<file path="config.mk">
export PLATFORM = sky130hd
export DESIGN_NAME = itb_indicator_test_branch
export DESIGN_NICKNAME = d
export VERILOG_FILES = /design/src/include/itb_pkg.sv /design/src/itb_indicator_test_branch.sv
export SDC_FILE = /design/constraint.sdc
export NUM_CORES = 1
export LEC_CHECK = 0
export BUFFER_PORTS_ARGS = -buffer_cell sky130_fd_sc_hd__buf_2
export CORE_ASPECT_RATIO = 0.9
export CORE_UTILIZATION = 25
export CTS_BUF_LIST = sky130_fd_sc_hd__clkbuf_8
export CTS_CLUSTER_DIAMETER = 30
export DETAILED_ROUTE_END_ITERATION = 7
export PLACE_DENSITY_LB_ADDON = 0.08
export SETUP_SLACK_MARGIN = 0.02
export SLEW_MARGIN = 10
export SYNTH_ARGS = -nofsm -noshare
export SYNTH_HDL_FRONTEND = slang
export SYNTH_SLANG_ARGS = --single-unit
</file>
<file path="constraint.sdc">
create_clock -name pclk -period 2.8 [get_ports pclk]
set_input_delay 0.7 -clock pclk [delete_from_list [all_inputs] [get_ports pclk]]
set_output_delay 0.7 -clock pclk [all_outputs]
set_load 0.02 [all_outputs]
</file>
<file path="src/include/itb_pkg.sv">
// Constants for the indicator bank and branch-on-indicator test
package itb_pkg;
  // ----------------------------------------
  // Register map
  // ----------------------------------------
  localparam logic [11:0] ADDR_STATUS = 12'h000;
  localparam logic [11:0] ADDR_BRANCH = 12'h004;
  localparam logic [11:0] ADDR_TARGET = 12'h008;
  localparam logic [11:0] ADDR_RESULT = 12'h00c;
  localparam logic [11:0] ADDR_MASK = 12'h010;
  // ----------------------------------------
  // Field positions
  // ----------------------------------------
  localparam int F_SEL_LO = 0;
  localparam int F_SEL_TENS = 4;
  localparam int F_NEG = 20;
  localparam int F_BUSY = 0;
  localparam int F_DONE = 1;
  localparam int F_TAKEN = 2;
  localparam int F_ADDR = 4;
  localparam int F_MASK_SET = 0;
  localparam int F_MASK_CLR = 1;
  localparam int TGT_W = 20;
  // ----------------------------------------
  // Indicator codes
  // ----------------------------------------
  localparam int IND_RD = 6;
  localparam int IND_WR = 7;
  localparam int IND_MAR = 8;
  localparam int IND_LAST = 9;
  localparam int IND_HP = 11;
  localparam int IND_EZ = 12;
  localparam int IND_HPEZ = 13;
  localparam int IND_OVF = 14;
  localparam int IND_EXP = 15;
  localparam int IND_MBE = 16;
  localparam int IND_MBO = 17;
  localparam int IND_OPE = 18;
  localparam int IND_ANY = 19;
  localparam int IND_TAS = 21;
  localparam int IND_FRC = 22;
  localparam int IND_AOC = 23;
  localparam int IND_MASK = 26;
  localparam int IND_CE = 27;
  localparam int IND_AOS = 28;
  // ----------------------------------------
  // Indicator groups
  // ----------------------------------------
  localparam logic [31:0] TEST_CLR = 32'h08e7c3c0;
  localparam logic [31:0] CPU_CLR = 32'h00e7dbc0;
  localparam logic [31:0] DC_CLR = 32'h00e41800;
  localparam logic [31:0] ANY_SRC = 32'h00e301c0;
  localparam logic [31:0] INT_SRC = 32'h08ef01c0;
  localparam logic [31:0] RST_VAL = 32'h00000000;
  // ----------------------------------------
  // Timing
  // ----------------------------------------
  localparam int CLK_MHZ = 100;
  localparam int T_TAKEN = 200;
  localparam int T_NOT = 160;
  localparam int T_GRP_TAKEN = 290;
  localparam int T_GRP_NOT = 150;
  localparam int AO_SETUP_MS = 700;
  localparam int AO_SETUP_CYC = AO_SETUP_MS * CLK_MHZ * 1000;
  // ----------------------------------------
  // Branch sequencer states
  // ----------------------------------------
  typedef enum logic [1:0] {
    ITB_IDLE = 2'b00,
    ITB_EXEC = 2'b01
  } itb_state_t;
endpackage

</file>
<file path="src/itb_indicator_test_branch.sv">
// Indicator bank with branch-on-indicator sequencer behind an APB slave
//
// The register addresses and the APB interface to the registers were decided locally.
`timescale 1ns/1ps
module itb_indicator_test_branch #(
  parameter int UNIT_CYCLES = 1,
  parameter bit FP_PRESENT = 1'b1,
  parameter int AO_SETUP_CYCLES = itb_pkg::AO_SETUP_CYC
) (
  input wire logic pclk,
  input wire logic presetn,
  input wire logic psel,
  input wire logic penable,
  input wire logic pwrite,
  input wire logic [11:0] paddr,
  input wire logic [31:0] pwdata,
  output logic [31:0] prdata,
  output logic pready,
  output logic pslverr,
  input wire logic [3:0] program_sw,
  input wire logic read_err,
  input wire logic write_err,
  input wire logic mar_err,
  input wire logic parity_sw_program,
  input wire logic last_card_done,
  input wire logic arith_valid,
  input wire logic arith_pos,
  input wire logic arith_zero,
  input wire logic overflow_err,
  input wire logic exponent_err,
  input wire logic even_buf_err,
  input wire logic odd_buf_err,
  input wire logic op_entry_key,
  input wire logic tas_err,
  input wire logic func_reg_err,
  input wire logic relay_fail,
  input wire logic ce_switch,
  input wire logic ao_cycle_start,
  input wire logic slew_trim,
  input wire logic disk_check,
  input wire logic cpu_reset_key,
  input wire logic conv_reset_key,
  output logic int_req
);
  localparam int AW = $clog2(AO_SETUP_CYCLES + 1);

  if (UNIT_CYCLES < 1 || UNIT_CYCLES > 225) begin : g_bad_unit
    $error("UNIT_CYCLES out of range");
  end
  if (AO_SETUP_CYCLES < 2) begin : g_bad_setup
    $error("AO_SETUP_CYCLES too small");
  end

  // ----------------------------------------
  // APB decode
  // ----------------------------------------
  logic pready_ff;
  logic pslverr_ff;
  logic [31:0] prdata_ff;
  wire logic setup = psel & ~penable;
  wire logic wr_acc = psel & penable & pready_ff & pwrite;
  wire logic hit_status = paddr == itb_pkg::ADDR_STATUS;
  wire logic hit_branch = paddr == itb_pkg::ADDR_BRANCH;
  wire logic hit_target = paddr == itb_pkg::ADDR_TARGET;
  wire logic hit_result = paddr == itb_pkg::ADDR_RESULT;
  wire logic hit_mask = paddr == itb_pkg::ADDR_MASK;
  wire logic hit = hit_status | hit_branch | hit_target | hit_result | hit_mask;

  // ----------------------------------------
  // Indicator view
  // ----------------------------------------
  logic [31:0] ind_ff;
  logic [31:0] view;
  logic [31:0] set_v;
  logic [31:0] clr_v;
  wire logic any_chk = |(ind_ff & itb_pkg::ANY_SRC) | disk_check;

  always_comb begin
    view = ind_ff;
    view[4:1] = program_sw;
    view[itb_pkg::IND_HPEZ] = ind_ff[itb_pkg::IND_HP] | ind_ff[itb_pkg::IND_EZ];
    view[itb_pkg::IND_ANY] = any_chk;
  end

  // ----------------------------------------
  // Branch command decode
  // ----------------------------------------
  itb_pkg::itb_state_t state_ff;
  logic [15:0] cnt_ff;
  logic taken_ff;
  logic done_ff;
  logic [itb_pkg::TGT_W-1:0] target_ff;
  wire logic [3:0] sel_ones = pwdata[itb_pkg::F_SEL_LO +: 4];
  wire logic [3:0] sel_tens = pwdata[itb_pkg::F_SEL_TENS +: 4];
  wire logic neg = pwdata[itb_pkg::F_NEG];
  wire logic [6:0] code = 7'(sel_tens) * 7'd10 + 7'(sel_ones);
  wire logic code_lo = code < 7'h20;
  wire logic sel_on = code_lo & view[code[4:0]];
  wire logic tk = neg ? ~sel_on : sel_on;
  wire logic start = wr_acc & hit_branch & (state_ff == itb_pkg::ITB_IDLE);
  wire logic [31:0] sel_hot = code_lo ? (32'h00000001 << code[4:0]) : 32'h00000000;

  function automatic logic grp_f(input logic [6:0] c);
    grp_f = (c == 7'd18) || (c == 7'd19) || (c >= 7'd21 && c <= 7'd23) ||
            (c >= 7'd27 && c <= 7'd29) || (c >= 7'd40 && c <= 7'd45) ||
            (c >= 7'd48 && c <= 7'd59);
  endfunction

  wire logic grp = grp_f(code);
  wire logic [15:0] len_ord = tk ? 16'(itb_pkg::T_TAKEN * UNIT_CYCLES)
                                 : 16'(itb_pkg::T_NOT * UNIT_CYCLES);
  wire logic [15:0] len_grp = tk ? 16'(itb_pkg::T_GRP_TAKEN * UNIT_CYCLES)
                                 : 16'(itb_pkg::T_GRP_NOT * UNIT_CYCLES);
  wire logic [15:0] nxt_cnt = (grp ? len_grp : len_ord) - 16'h0001;

  // ----------------------------------------
  // Setup timer
  // ----------------------------------------
  logic [AW-1:0] ao_cnt_ff;
  wire logic ao_expire = ind_ff[itb_pkg::IND_AOS] & (ao_cnt_ff == AW'(1));

  // ----------------------------------------
  // Set and clear vectors
  // ----------------------------------------
  wire logic mask_wr = wr_acc & hit_mask;
  always_comb begin
    set_v = 32'h00000000;
    set_v[itb_pkg::IND_RD] = read_err;
    set_v[itb_pkg::IND_WR] = write_err;
    set_v[itb_pkg::IND_MAR] = mar_err & parity_sw_program;
    set_v[itb_pkg::IND_LAST] = last_card_done;
    set_v[itb_pkg::IND_HP] = arith_valid & arith_pos & ~arith_zero;
    set_v[itb_pkg::IND_EZ] = arith_valid & arith_zero;
    set_v[itb_pkg::IND_OVF] = overflow_err;
    set_v[itb_pkg::IND_EXP] = FP_PRESENT & exponent_err;
    set_v[itb_pkg::IND_MBE] = even_buf_err;
    set_v[itb_pkg::IND_MBO] = odd_buf_err;
    set_v[itb_pkg::IND_OPE] = op_entry_key;
    set_v[itb_pkg::IND_TAS] = tas_err;
    set_v[itb_pkg::IND_FRC] = func_reg_err;
    set_v[itb_pkg::IND_AOC] = relay_fail;
    set_v[itb_pkg::IND_MASK] = mask_wr & pwdata[itb_pkg::F_MASK_SET];
    set_v[itb_pkg::IND_CE] = ce_switch;
    set_v[itb_pkg::IND_AOS] = ao_cycle_start;
  end

  always_comb begin
    clr_v = 32'h00000000;
    if (start) begin
      clr_v = sel_hot & itb_pkg::TEST_CLR;
    end
    if (cpu_reset_key) begin
      clr_v = clr_v | itb_pkg::CPU_CLR;
    end
    if (conv_reset_key) begin
      clr_v = clr_v | itb_pkg::DC_CLR;
    end
    clr_v[itb_pkg::IND_MASK] = mask_wr & pwdata[itb_pkg::F_MASK_CLR];
    clr_v[itb_pkg::IND_AOS] = slew_trim | ao_expire;
  end

  // ----------------------------------------
  // Indicator storage
  // ----------------------------------------
  genvar gi;
  generate
    for (gi = 0; gi < 32; gi++) begin : g_ind
      always_ff @(posedge pclk or negedge presetn) begin
        if (!presetn) begin
          ind_ff[gi] <= itb_pkg::RST_VAL[gi];
        end else begin
          ind_ff[gi] <= set_v[gi] | (ind_ff[gi] & ~clr_v[gi]);
        end
      end
    end
  endgenerate

  always_ff @(posedge pclk or negedge presetn) begin
    if (!presetn) begin
      ao_cnt_ff <= '0;
    end else if (ao_cycle_start) begin
      ao_cnt_ff <= AW'(AO_SETUP_CYCLES);
    end else if (ao_cnt_ff != '0) begin
      ao_cnt_ff <= ao_cnt_ff - AW'(1);
    end
  end

  // ----------------------------------------
  // Branch sequencer
  // ----------------------------------------
  // sample selected indicator
  always_ff @(posedge pclk or negedge presetn) begin
    if (!presetn) begin
      state_ff <= itb_pkg::ITB_IDLE;
      cnt_ff <= 16'h0000;
      taken_ff <= 1'b0;
      done_ff <= 1'b0;
    end else begin
      unique case (state_ff)
        itb_pkg::ITB_IDLE: begin
          if (start) begin
            state_ff <= itb_pkg::ITB_EXEC;
            cnt_ff <= nxt_cnt;
            taken_ff <= tk;
            done_ff <= 1'b0;
          end
        end
        itb_pkg::ITB_EXEC: begin
          if (cnt_ff == 16'h0000) begin
            state_ff <= itb_pkg::ITB_IDLE;
            done_ff <= 1'b1;
          end else begin
            cnt_ff <= cnt_ff - 16'h0001;
          end
        end
      endcase
    end
  end

  always_ff @(posedge pclk or negedge presetn) begin
    if (!presetn) begin
      target_ff <= '0;
    end else if (wr_acc & hit_target) begin
      target_ff <= pwdata[itb_pkg::TGT_W-1:0];
    end
  end

  // ----------------------------------------
  // Read mux and bus answer
  // ----------------------------------------
  wire logic busy = state_ff == itb_pkg::ITB_EXEC;
  wire logic [itb_pkg::TGT_W-1:0] nxt_addr = taken_ff ? target_ff : '0;
  wire logic [31:0] res_word = {8'h00, nxt_addr, 1'b0, taken_ff, done_ff, busy};
  wire logic [31:0] nxt_rdata =
    pwrite ? 32'h00000000 :
    hit_status ? view :
    hit_target ? {12'h000, target_ff} :
    hit_result ? res_word :
    hit_mask ? {31'h00000000, ind_ff[itb_pkg::IND_MASK]} : 32'h00000000;
  wire logic nxt_int = |(view & itb_pkg::INT_SRC);

  always_ff @(posedge pclk or negedge presetn) begin
    if (!presetn) begin
      pready_ff <= 1'b0;
      pslverr_ff <= 1'b0;
      prdata_ff <= 32'h00000000;
      int_req <= 1'b0;
    end else begin
      pready_ff <= setup;
      pslverr_ff <= setup & ~hit;
      if (setup) begin
        prdata_ff <= nxt_rdata;
      end
      int_req <= nxt_int;
    end
  end

  assign prdata = prdata_ff;
  assign pready = pready_ff;
  assign pslverr = pslverr_ff;

  // ----------------------------------------
  // Checks
  // ----------------------------------------
  a_branch_taken: assert property (
    @(posedge pclk) disable iff (!presetn)
    start |=> taken_ff == $past(tk) && busy)
    else $error("branch decision wrong");
  a_ignore_mods: assert property (
    @(posedge pclk) disable iff (!presetn)
    start && !neg |=> taken_ff == $past(sel_on))
    else $error("modifier digits changed decision");
  a_ord_len: assert property (
    @(posedge pclk) disable iff (!presetn)
    start && tk && !grp |=> cnt_ff == 16'(itb_pkg::T_TAKEN * UNIT_CYCLES - 1))
    else $error("ordinary taken time wrong");
  a_grp_len: assert property (
    @(posedge pclk) disable iff (!presetn)
    start && !tk && grp |=> cnt_ff == 16'(itb_pkg::T_GRP_NOT * UNIT_CYCLES - 1))
    else $error("group not-taken time wrong");
  a_read_check: assert property (
    @(posedge pclk) disable iff (!presetn)
    read_err |=> ind_ff[itb_pkg::IND_RD] && any_chk)
    else $error("read check not raised");
  a_mar_gate: assert property (
    @(posedge pclk) disable iff (!presetn)
    !ind_ff[itb_pkg::IND_MAR] && !parity_sw_program |=> !ind_ff[itb_pkg::IND_MAR])
    else $error("address check set without program switch");
  a_hp_hold: assert property (
    @(posedge pclk) disable iff (!presetn)
    ind_ff[itb_pkg::IND_HP] && !cpu_reset_key && !conv_reset_key
      |=> ind_ff[itb_pkg::IND_HP])
    else $error("high positive lost");
  a_op_clear: assert property (
    @(posedge pclk) disable iff (!presetn)
    conv_reset_key && !op_entry_key |=> !ind_ff[itb_pkg::IND_OPE])
    else $error("operator entry not cleared");
  a_any_irq: assert property (
    @(posedge pclk) disable iff (!presetn)
    odd_buf_err |=> ##1 int_req)
    else $error("buffer check raised no interrupt");
  a_ce_level: assert property (
    @(posedge pclk) disable iff (!presetn)
    ce_switch |=> ind_ff[itb_pkg::IND_CE])
    else $error("service indicator not set");
  a_setup_off: assert property (
    @(posedge pclk) disable iff (!presetn)
    slew_trim && !ao_cycle_start |=> !ind_ff[itb_pkg::IND_AOS])
    else $error("setup indicator not cleared");
  a_set_wins: assert property (
    @(posedge pclk) disable iff (!presetn)
    start && code == 7'd6 && read_err |=> ind_ff[itb_pkg::IND_RD])
    else $error("set lost against clear");
  a_last_card: assert property (
    @(posedge pclk) disable iff (!presetn)
    last_card_done |=> ind_ff[itb_pkg::IND_LAST])
    else $error("last card not set");
  a_ez_hold: assert property (
    @(posedge pclk) disable iff (!presetn)
    ind_ff[itb_pkg::IND_EZ] && !cpu_reset_key && !conv_reset_key
      |=> ind_ff[itb_pkg::IND_EZ])
    else $error("equal zero lost");
  a_test_clear: assert property (
    @(posedge pclk) disable iff (!presetn)
    start && code == 7'd7 && !write_err |=> !ind_ff[itb_pkg::IND_WR])
    else $error("write check not cleared by test");
endmodule

</file>
After elaboration in Yosys (flattened, before gate mapping):

Index checks and enable logic that the tools add are counted.

* $mul: 1
* reductions and logical operators: 19
* multiplexer cells: 27
* equal/unequal tests: 11
* shift-type cells: 1
* $lt $le $gt $ge: 10
* $add $sub $neg: 4
* bitwise logic cells: 97

Operators by type and width (count)
* $mux W32: 4
* $mux W28: 2
* $mux W27: 2
* $mux W24: 2
* $and A1 B1 Y1: 43
* $mux W16: 2
* $pmux W16 S2: 1
* $shl A1 B5 Y28 const A: 1
* $eq A27 B1 Y1 const B: 1
* $not A1 Y1: 27
* $reduce_bool A27 Y1: 1
* $sub A27 B1 Y27 const B: 1
* $eq A12 B4 Y1 const B: 2
* $or A1 B1 Y1: 24
* $mux W20: 1
* $mux W9: 2
* $logic_not A16 Y1: 1
* $sub A16 B1 Y16 const B: 1
* $eq A7 B5 Y1 const B: 2
* $ge A7 B5 Y1 const B: 2
* $ge A7 B6 Y1 const B: 2
* $le A7 B5 Y1 const B: 2
* $le A7 B6 Y1 const B: 2
* $eq A12 B3 Y1 const B: 1
* other kinds (24): 41

* bits of input ports: 75
* register bits after elaboration: 128

Longest topological paths before layout:

Gate-level depths: netlist (run 1).

* word-level depth: 12
* gate-level depth with buffers: 13
* mapped depth without buffers: 11

Worst setup path before layout (run 1):

No wires, ideal clock.

* path kind: input to register
* from: input port pwdata[5]
* to: register ind_ff[21]
* stages on the path: 8
* slack: -344 ps
* arrival: 3023 ps
* setup time: 120 ps
* cell sequence: ha_1 ha_1 inv_1 fa_1 xnor2_1 nand3_1 or4b_2 a31o_2

* cells in the longest elaborated chain, start to end: 10
* elaborated cells between the ends (all ways): 11

Ends and longest elaborated chain
* from (decl): line itb_indicator_test_branch.sv:16 `input wire logic [31:0] pwdata,`
* $mul A4 B3 Y6 (*): line itb_indicator_test_branch.sv:96 `wire logic [6:0] code = 7'(sel_tens) * 7'd10 + 7'(sel_ones);`
* $add A7 B4 Y7 (*): line itb_indicator_test_branch.sv:96
* $lt A7 B6 Y1 / $shl A1 B5 Y28 (equally long branches): line itb_indicator_test_branch.sv:97, itb_indicator_test_branch.sv:101
* $mux W28 (*): line itb_indicator_test_branch.sv:101 `wire logic [31:0] sel_hot = code_lo ? (32'h00000001 << code[4:0]) : 32'h00000000;`
* $mux W28 (*): line itb_indicator_test_branch.sv:149 `if (start) begin`
* $mux W24 (*): line itb_indicator_test_branch.sv:152 `if (cpu_reset_key) begin`
* $mux W24 (*): line itb_indicator_test_branch.sv:155 `if (conv_reset_key) begin`
* $not A1 Y1 (*): line itb_indicator_test_branch.sv:172 `ind_ff[gi] <= set_v[gi] | (ind_ff[gi] & ~clr_v[gi]);`
* $and A1 B1 Y1 (*): line itb_indicator_test_branch.sv:172
* $or A1 B1 Y1 (*): line itb_indicator_test_branch.sv:172
* to (signal, indexed assignment): line itb_indicator_test_branch.sv:170 `ind_ff[gi] <= itb_pkg::RST_VAL[gi];`
* to (signal, indexed assignment): line itb_indicator_test_branch.sv:172
* to (decl): line itb_indicator_test_branch.sv:72 `logic [31:0] ind_ff;`

Mark *: on every way between the ends. The rest lies on a longest branch, timed or not.
A chain may end at the register's enable or synchronous reset.

Worst setup path after layout (run 1):

* from: input port pwdata[7]
* to: register ind_ff[21]

Same word-level chain as after synthesis.

==> flow_metrics.py, run 1 <==
metrics = {
    "routing": {
        "ant_nets": 0,
        "drc": 0,
        "firstDrtPassIters": 4,
        "vias": 5337,
        "wire_per_inst_um": 17.3,
        "routed_wirelength_mm": 19.4,
        "drt_iter0_drc": 343,
        "via_per_inst": 4.78,
    },
    "floorplan": {
        "core_region_area_um2": 24300,
        "io_pins": 110,
        "start_util_pct": 25.4,
        "die_h_um": 151,
        "fp.dieW_um": 168,
        "rows": 54,
        "die_area_um2": 25300,
    },
    "worst_setup_path": {
        "crit_type": "in2reg",
        "ff2ff_setup_slack_ns": 0.24,
        "reg2regPathDepth": 8,
        "cp-start-kind": "primary input",
        "r2r-start": "ind_ff[7]",
        "required_ns": 3.14,
        "cp_max_fo": 3,
        "cp_data_arrival_time_ns": 3.07,
        "rr_endpoint": "cnt_ff[3]",
        "crit_path_end_kind": "flop",
    },
    "sta": {
        "fmax_ghz": 0.366,
        "worst_clock_skew_ns": 0.0194,
        "relSlewSlack_pct": 59.4,
        "setup_ws_ns": 0.0714,
        "setup_violations": 0,
        "min_period_ns": 2.73,
        "totalNegativeSetupSlack_ns": 0,
        "slew_violations": 0,
        "tightestPinTransition_ns": 0.604,
        "fin_hold_ws_ns": 0.221,
        "hold_viol": 0,
        "fin_crit_sh_pct": 97.5,
        "grt_setup_unrepaired": "true",
    },
    "global_route": {
        "grt_pass1_vias": 5231,
        "grt_max_degree": 43,
        "grt_pass1_wl_mm": 29.6,
        "track_usage_pct": 15.6,
        "antenna_found_initial": 1,
        "grt_overflow": 0,
    },
    "clocking": {
        "cts_tree": "done",
        "clkSlewWorstSetupHoldPaths_ns": 0.08,
        "htreeDepth": 4,
        "clkSinkCount": 113,
        "cts_root_buffer": "clkbuf_8",
        "clock_latency_ns": 0.46,
        "cts_buffers": 17,
        "clockBufferDepth": 2,
        "hold_buffers": 0,
    },
    "power": {
        "power_uw": 3990,
        "p_per_area_nw_per_um2": 502,
        "clockPowerShare_pct": 40.3,
        "switching_power_uw": 1190,
        "pwr-share-seq_pct": 43.0,
        "comb_power_share_pct": 16.7,
        "switching_share_pct": 29.9,
        "ir_worst_vdd_mv": 0.223,
        "total_leakage_power_uw": 0.00338,
        "p_int_uw": 2800,
    },
    "synth": {
        "synth_cell_types": 70,
        "ys_ff_latch": 113,
        "synth_area_per_cell_um2": 9.38,
        "synth-main-ff-cell": "dfrtp_1",
        "netlist_area_um2": 6170,
        "ys_seq_area_share_pct": 45.9,
        "synth_area_leaders": "dfrtp_1 (46%), nand2_1 (4.7%), mux2_2 (4.4%)",
        "yosys.area.top_type": "dfrtp_1",
        "yosys_warnings": 0,
        "syn_inst": 657,
        "synth_top_area_share_pct": 45.9,
        "async_flop_share_pct": 100,
        "synth-edff-count": 0,
    },
    "placed_design": {
        "place_hpwl_mm": 14.6,
        "place_area_um2": 7390,
        "pre_cts_slack_ns": -0.589,
        "routabilityCongestion": 0.820,
        "io_buffer_count": 93,
    },
    "cells_and_area": {
        "fillers": 2504,
        "finalNetCount": 882,
        "layout_common_cells": "dfrtp_1 (113), buf_2 (91), nand2_1 (77)",
        "syn_to_final_growth_pct": 29.1,
        "layout-drive-gt1-share_pct": 30.9,
        "antennaDiodeCount": 0,
        "final_common_cell": "dfrtp_1",
        "fin_area_um2": 7960,
    },
    "run": {
        "cap_violations": 0,
    },
    "worst_hold_path": {
        "hold_path_class": "in2async",
    },
    "status": {
        "outcome": "completed",
    },
}
## repair_timing
item                                    in CTS  in global routing
endpoints found under the hold margin        0                  0
gates resized for setup                      2                 25
endpoints found under the setup margin       8                 13
pin swaps                                    0                 11
buffers inserted                             0                  1
## cell type report
cell class                      count  area, um^2  area share, %
Multi-Input combinational cell    494        3330           41.9
Sequential cell                   113        2830           35.5
Timing Repair Buffer              149         936           11.8
Tap cell                          308         385           4.84
Clock buffer                       18         248           3.11
Clock inverter                     14         153           1.92
Inverter                           21        78.8          0.990
## cells by family after synthesis
family                   synth area share (%)
adder cells (fa/ha/maj)                  2.48
AO/OA/AOI/OAI                            15.1
other                                  0.0608
buffers and inverters                    4.34
XOR/XNOR                                 4.40
AND/OR/NAND/NOR                          22.2
multiplexers                             5.52
flip-flops                               45.9
## Yosys cell counts, types with 5 or more instances
master and instances:
nand2b_1 23, inv_1 20, mux2_2 24, mux2i_1 7, dfrtp_1 113, nor3_1 13, nor2b_1 18, xnor2_1 14
xor2_1 17, nor4_1 13, ha_1 9, nor2_1 66, nand3_1 9, nand2_1 77, nand3b_1 5, a22o_1 6
a22oi_1 6, or3_1 15, o211ai_1 8, o21ai_0 46, a21oi_1 42, buf_4 5, clkbuf_1 17
## how the worst max path moves through the flow
| stage | from | end | slack [ns] | cells after the start |
|---|---|---|---|---|
| detailed placement | pwdata[4] | cnt_ff[7] | -0.59 | 10 |
| global route | pwdata[5] | cnt_ff[7] | -0.01 | 11 |
| global placement | pwdata[4] | cnt_ff[7] | -0.52 | 10 |
| CTS | pwdata[4] | cnt_ff[2] | 0.02 | 12 |
| floorplan | pwdata[7] | ind_ff[21] | -0.02 | 8 |
| finish | pwdata[7] | ind_ff[21] | 0.07 | 12 |
## routing by layer
layer	global-route usage (%)	wire length [um]
met1	22.8	9920
met2	22.9	8520
met3	3.06	624
met4	4.91	278
met5	0	13
## power groups by stage
stage	Combinational, uW	Sequential [uW]	Clock, uW
floorplan	325	1730	0
global placement	588	1750	0
detailed placement	594	1750	0
CTS	603	1720	1650
global route	732	1720	1730
finish	666	1720	1610
## metrics by stage
step	cells	utilization (%)
final	1117	32.8
after CTS	1116	32.2
after global placement	1084	30.5
after global routing	1117	32.8
after floorplan	661	-
after detailed placement	1084	30.5
## sequential cells by signal (all words and copies together), names as in the netlist, 16 cells and up
register,cells
ao_cnt_ff,27
prdata,27
target_ff,20
ind_ff,17
cnt_ff,16
## critical path, stage by stage
cell,delay [ns]
buf_2,0.13
ha_4,0.27
ha_4,0.12
inv_2,0.03
fa_2,0.37
xnor2_4,0.18
buf_6,0.12
nor3_2,0.10
buf_4,0.16
nand3_2,0.10
or4b_4,0.55
a31o_4,0.22
No activity file was read; power rests on OpenSTA's default activity.
==> run 2: changes to the inputs <==
- PLACE_DENSITY_LB_ADDON: 0.08 -> default
==> flow_metrics.py, run 2 (same netlist as run 1, synthesis figures left out) <==
metrics = {
    "status": {
        "outcome": "completed",
    },
    "floorplan": {
        "core_region_area_um2": 24300,
        "rows": 54,
        "start_util_pct": 25.4,
        "fp.dieW_um": 168,
        "die_area_um2": 25300,
        "io_pins": 110,
        "die_h_um": 151,
    },
    "power": {
        "ir_worst_vdd_mv": 0.298,
        "total_leakage_power_uw": 0.00334,
        "p_per_area_nw_per_um2": 508,
    },
    "worst_setup_path": {
        "critical-path-max-stage-delay_ns": 0.57,
        "crit_type": "in2reg",
        "cp_max_fo": 4,
        "crit_buf_inv": 2,
        "crit_path_end_kind": "flop",
        "cp_slowest_cell": "or4_1",
        "critPathMostFrequentCell": "ha_4",
        "cp_data_arrival_time_ns": 3.03,
        "crit_chain": "buf_2 > ha_4 > ha_4 > inv_2 > fa_2 > xnor2_2 > nor4b_2 > a21oi_2 > or4_1 > nand2_1 > a31oi_1",
        "cp-start-kind": "primary input",
        "required_ns": 3.11,
        "cpLargestDelayFamily": "simple AND/OR/NAND/NOR gates",
    },
    "cells_and_area": {
        "finalNetCount": 873,
        "syn_to_final_growth_pct": 26.6,
        "final_common_cell": "dfrtp_1",
        "antennaDiodeCount": 0,
        "layout-drive-gt1-share_pct": 28.7,
        "finalNonFillerCells": 1108,
        "layout_common_cells": "dfrtp_1 (113), buf_2 (92), nand2_1 (77)",
        "final_util_pct": 32.2,
    },
    "routing": {
        "via_per_inst": 4.76,
        "ant_nets": 0,
        "drc": 0,
        "routed_wirelength_mm": 16.9,
        "firstDrtPassIters": 5,
        "vias": 5269,
        "drt_iter0_drc": 414,
        "wire_per_inst_um": 15.3,
    },
    "run": {
        "cap_violations": 0,
    },
    "sta": {
        "min_period_ns": 2.72,
        "tightestPinTransition_ns": 0.708,
        "hold_viol": 0,
        "worst_clock_skew_ns": 0.0172,
        "fmax_ghz": 0.368,
        "relSlewSlack_pct": 52.8,
        "fin_crit_sh_pct": 97.2,
        "slew_violations": 0,
        "setup_violations": 0,
    },
    "global_route": {
        "grt_pass1_wl_mm": 26.5,
        "grt_max_degree": 54,
        "grt_overflow": 0,
        "track_usage_pct": 13.6,
        "antenna_found_initial": 1,
        "grt_pass1_vias": 4852,
    },
    "placed_design": {
        "place_hpwl_mm": 12.9,
        "io_buffer_count": 93,
        "routabilityCongestion": 0.833,
        "dpl.cell_count": 1076,
    },
    "clocking": {
        "cts_buffers": 17,
        "cts_root_buffer": "clkbuf_8",
        "postCtsSetupRepairBufs": 0,
        "clockBufferDepth": 2,
        "clkSlewWorstSetupHoldPaths_ns": 0.07,
        "cts_tree": "done",
        "clkSinkCount": 113,
        "htreeDepth": 4,
        "clock_latency_ns": 0.44,
    },
    "worst_hold_path": {
        "hold_path_class": "in2async",
    },
}
==> run 2: power by group <==
group          switching, uW  leakage, uW  internal (uW)
clock network            746     0.000207            916
logic                    323      0.00172            270
registers               44.3      0.00141           1670
total                   1110      0.00334           2860
==> run 2: area by class of cell <==
cell class | count | area (um^2)
clock inverter | 14 | 179
fill | 2506 | 16400
timing repair buffer | 140 | 871
sequential | 113 | 2830
tap | 308 | 385
inverter | 21 | 78.8
multi-input combinational | 494 | 3220
clock buffer | 18 | 248
==> run 2: worst paths after layout <==
path / start / end / slack [ns] / depth (start not counted)
min in group pclk: read_err / ind_ff[6] / 0.45 / 2
max in group asynchronous: presetn / target_ff[17] / 1.86 / 2
hold / removal: presetn / ao_cnt_ff[5] / 0.30 / 1
setup / recovery: pwdata[7] / cnt_ff[7] / 0.08 / 11
setup reg to reg: ind_ff[7] / cnt_ff[6] / 0.36 / 7
hold reg to reg: prdata[0] / prdata[0] / 0.48 / 2
==> run 2: per-stage QoR <==
step                instance area [um^2]  setup slack, ns  power [uW]  setup TNS, ns  hold WS (ns)
floorplan                           6270          -0.0233        2060        -0.0921         0.404
global placement                    7350           -0.414        2320          -5.63         0.462
detailed placement                  7350           -0.452        2320          -6.47         0.461
CTS                                 7770           0.0330        3990              0         0.306
global route                        7810        -0.000240        4140      -0.000240         0.335
finish                              7810           0.0798        3970              0         0.301
==> run 2: routing by layer <==
metal | vias to the layer above | global-route usage, % | share of wire (%) | routed length (um)
li1 | 2571 | - | - | -
met3 | 20 | 3.19 | 4.4 | 739
met2 | 113 | 20.5 | 46 | 7750
met4 | 2 | 4.63 | 1.3 | 217
met1 | 2563 | 19.0 | 48 | 8190
met5 | - | 0 | 0.077 | 13
==> run 2: repair_timing <==
action,in CTS,in global routing
endpoints found under the setup margin,0,11
hold buffers,0,0
gates resized for setup,0,7
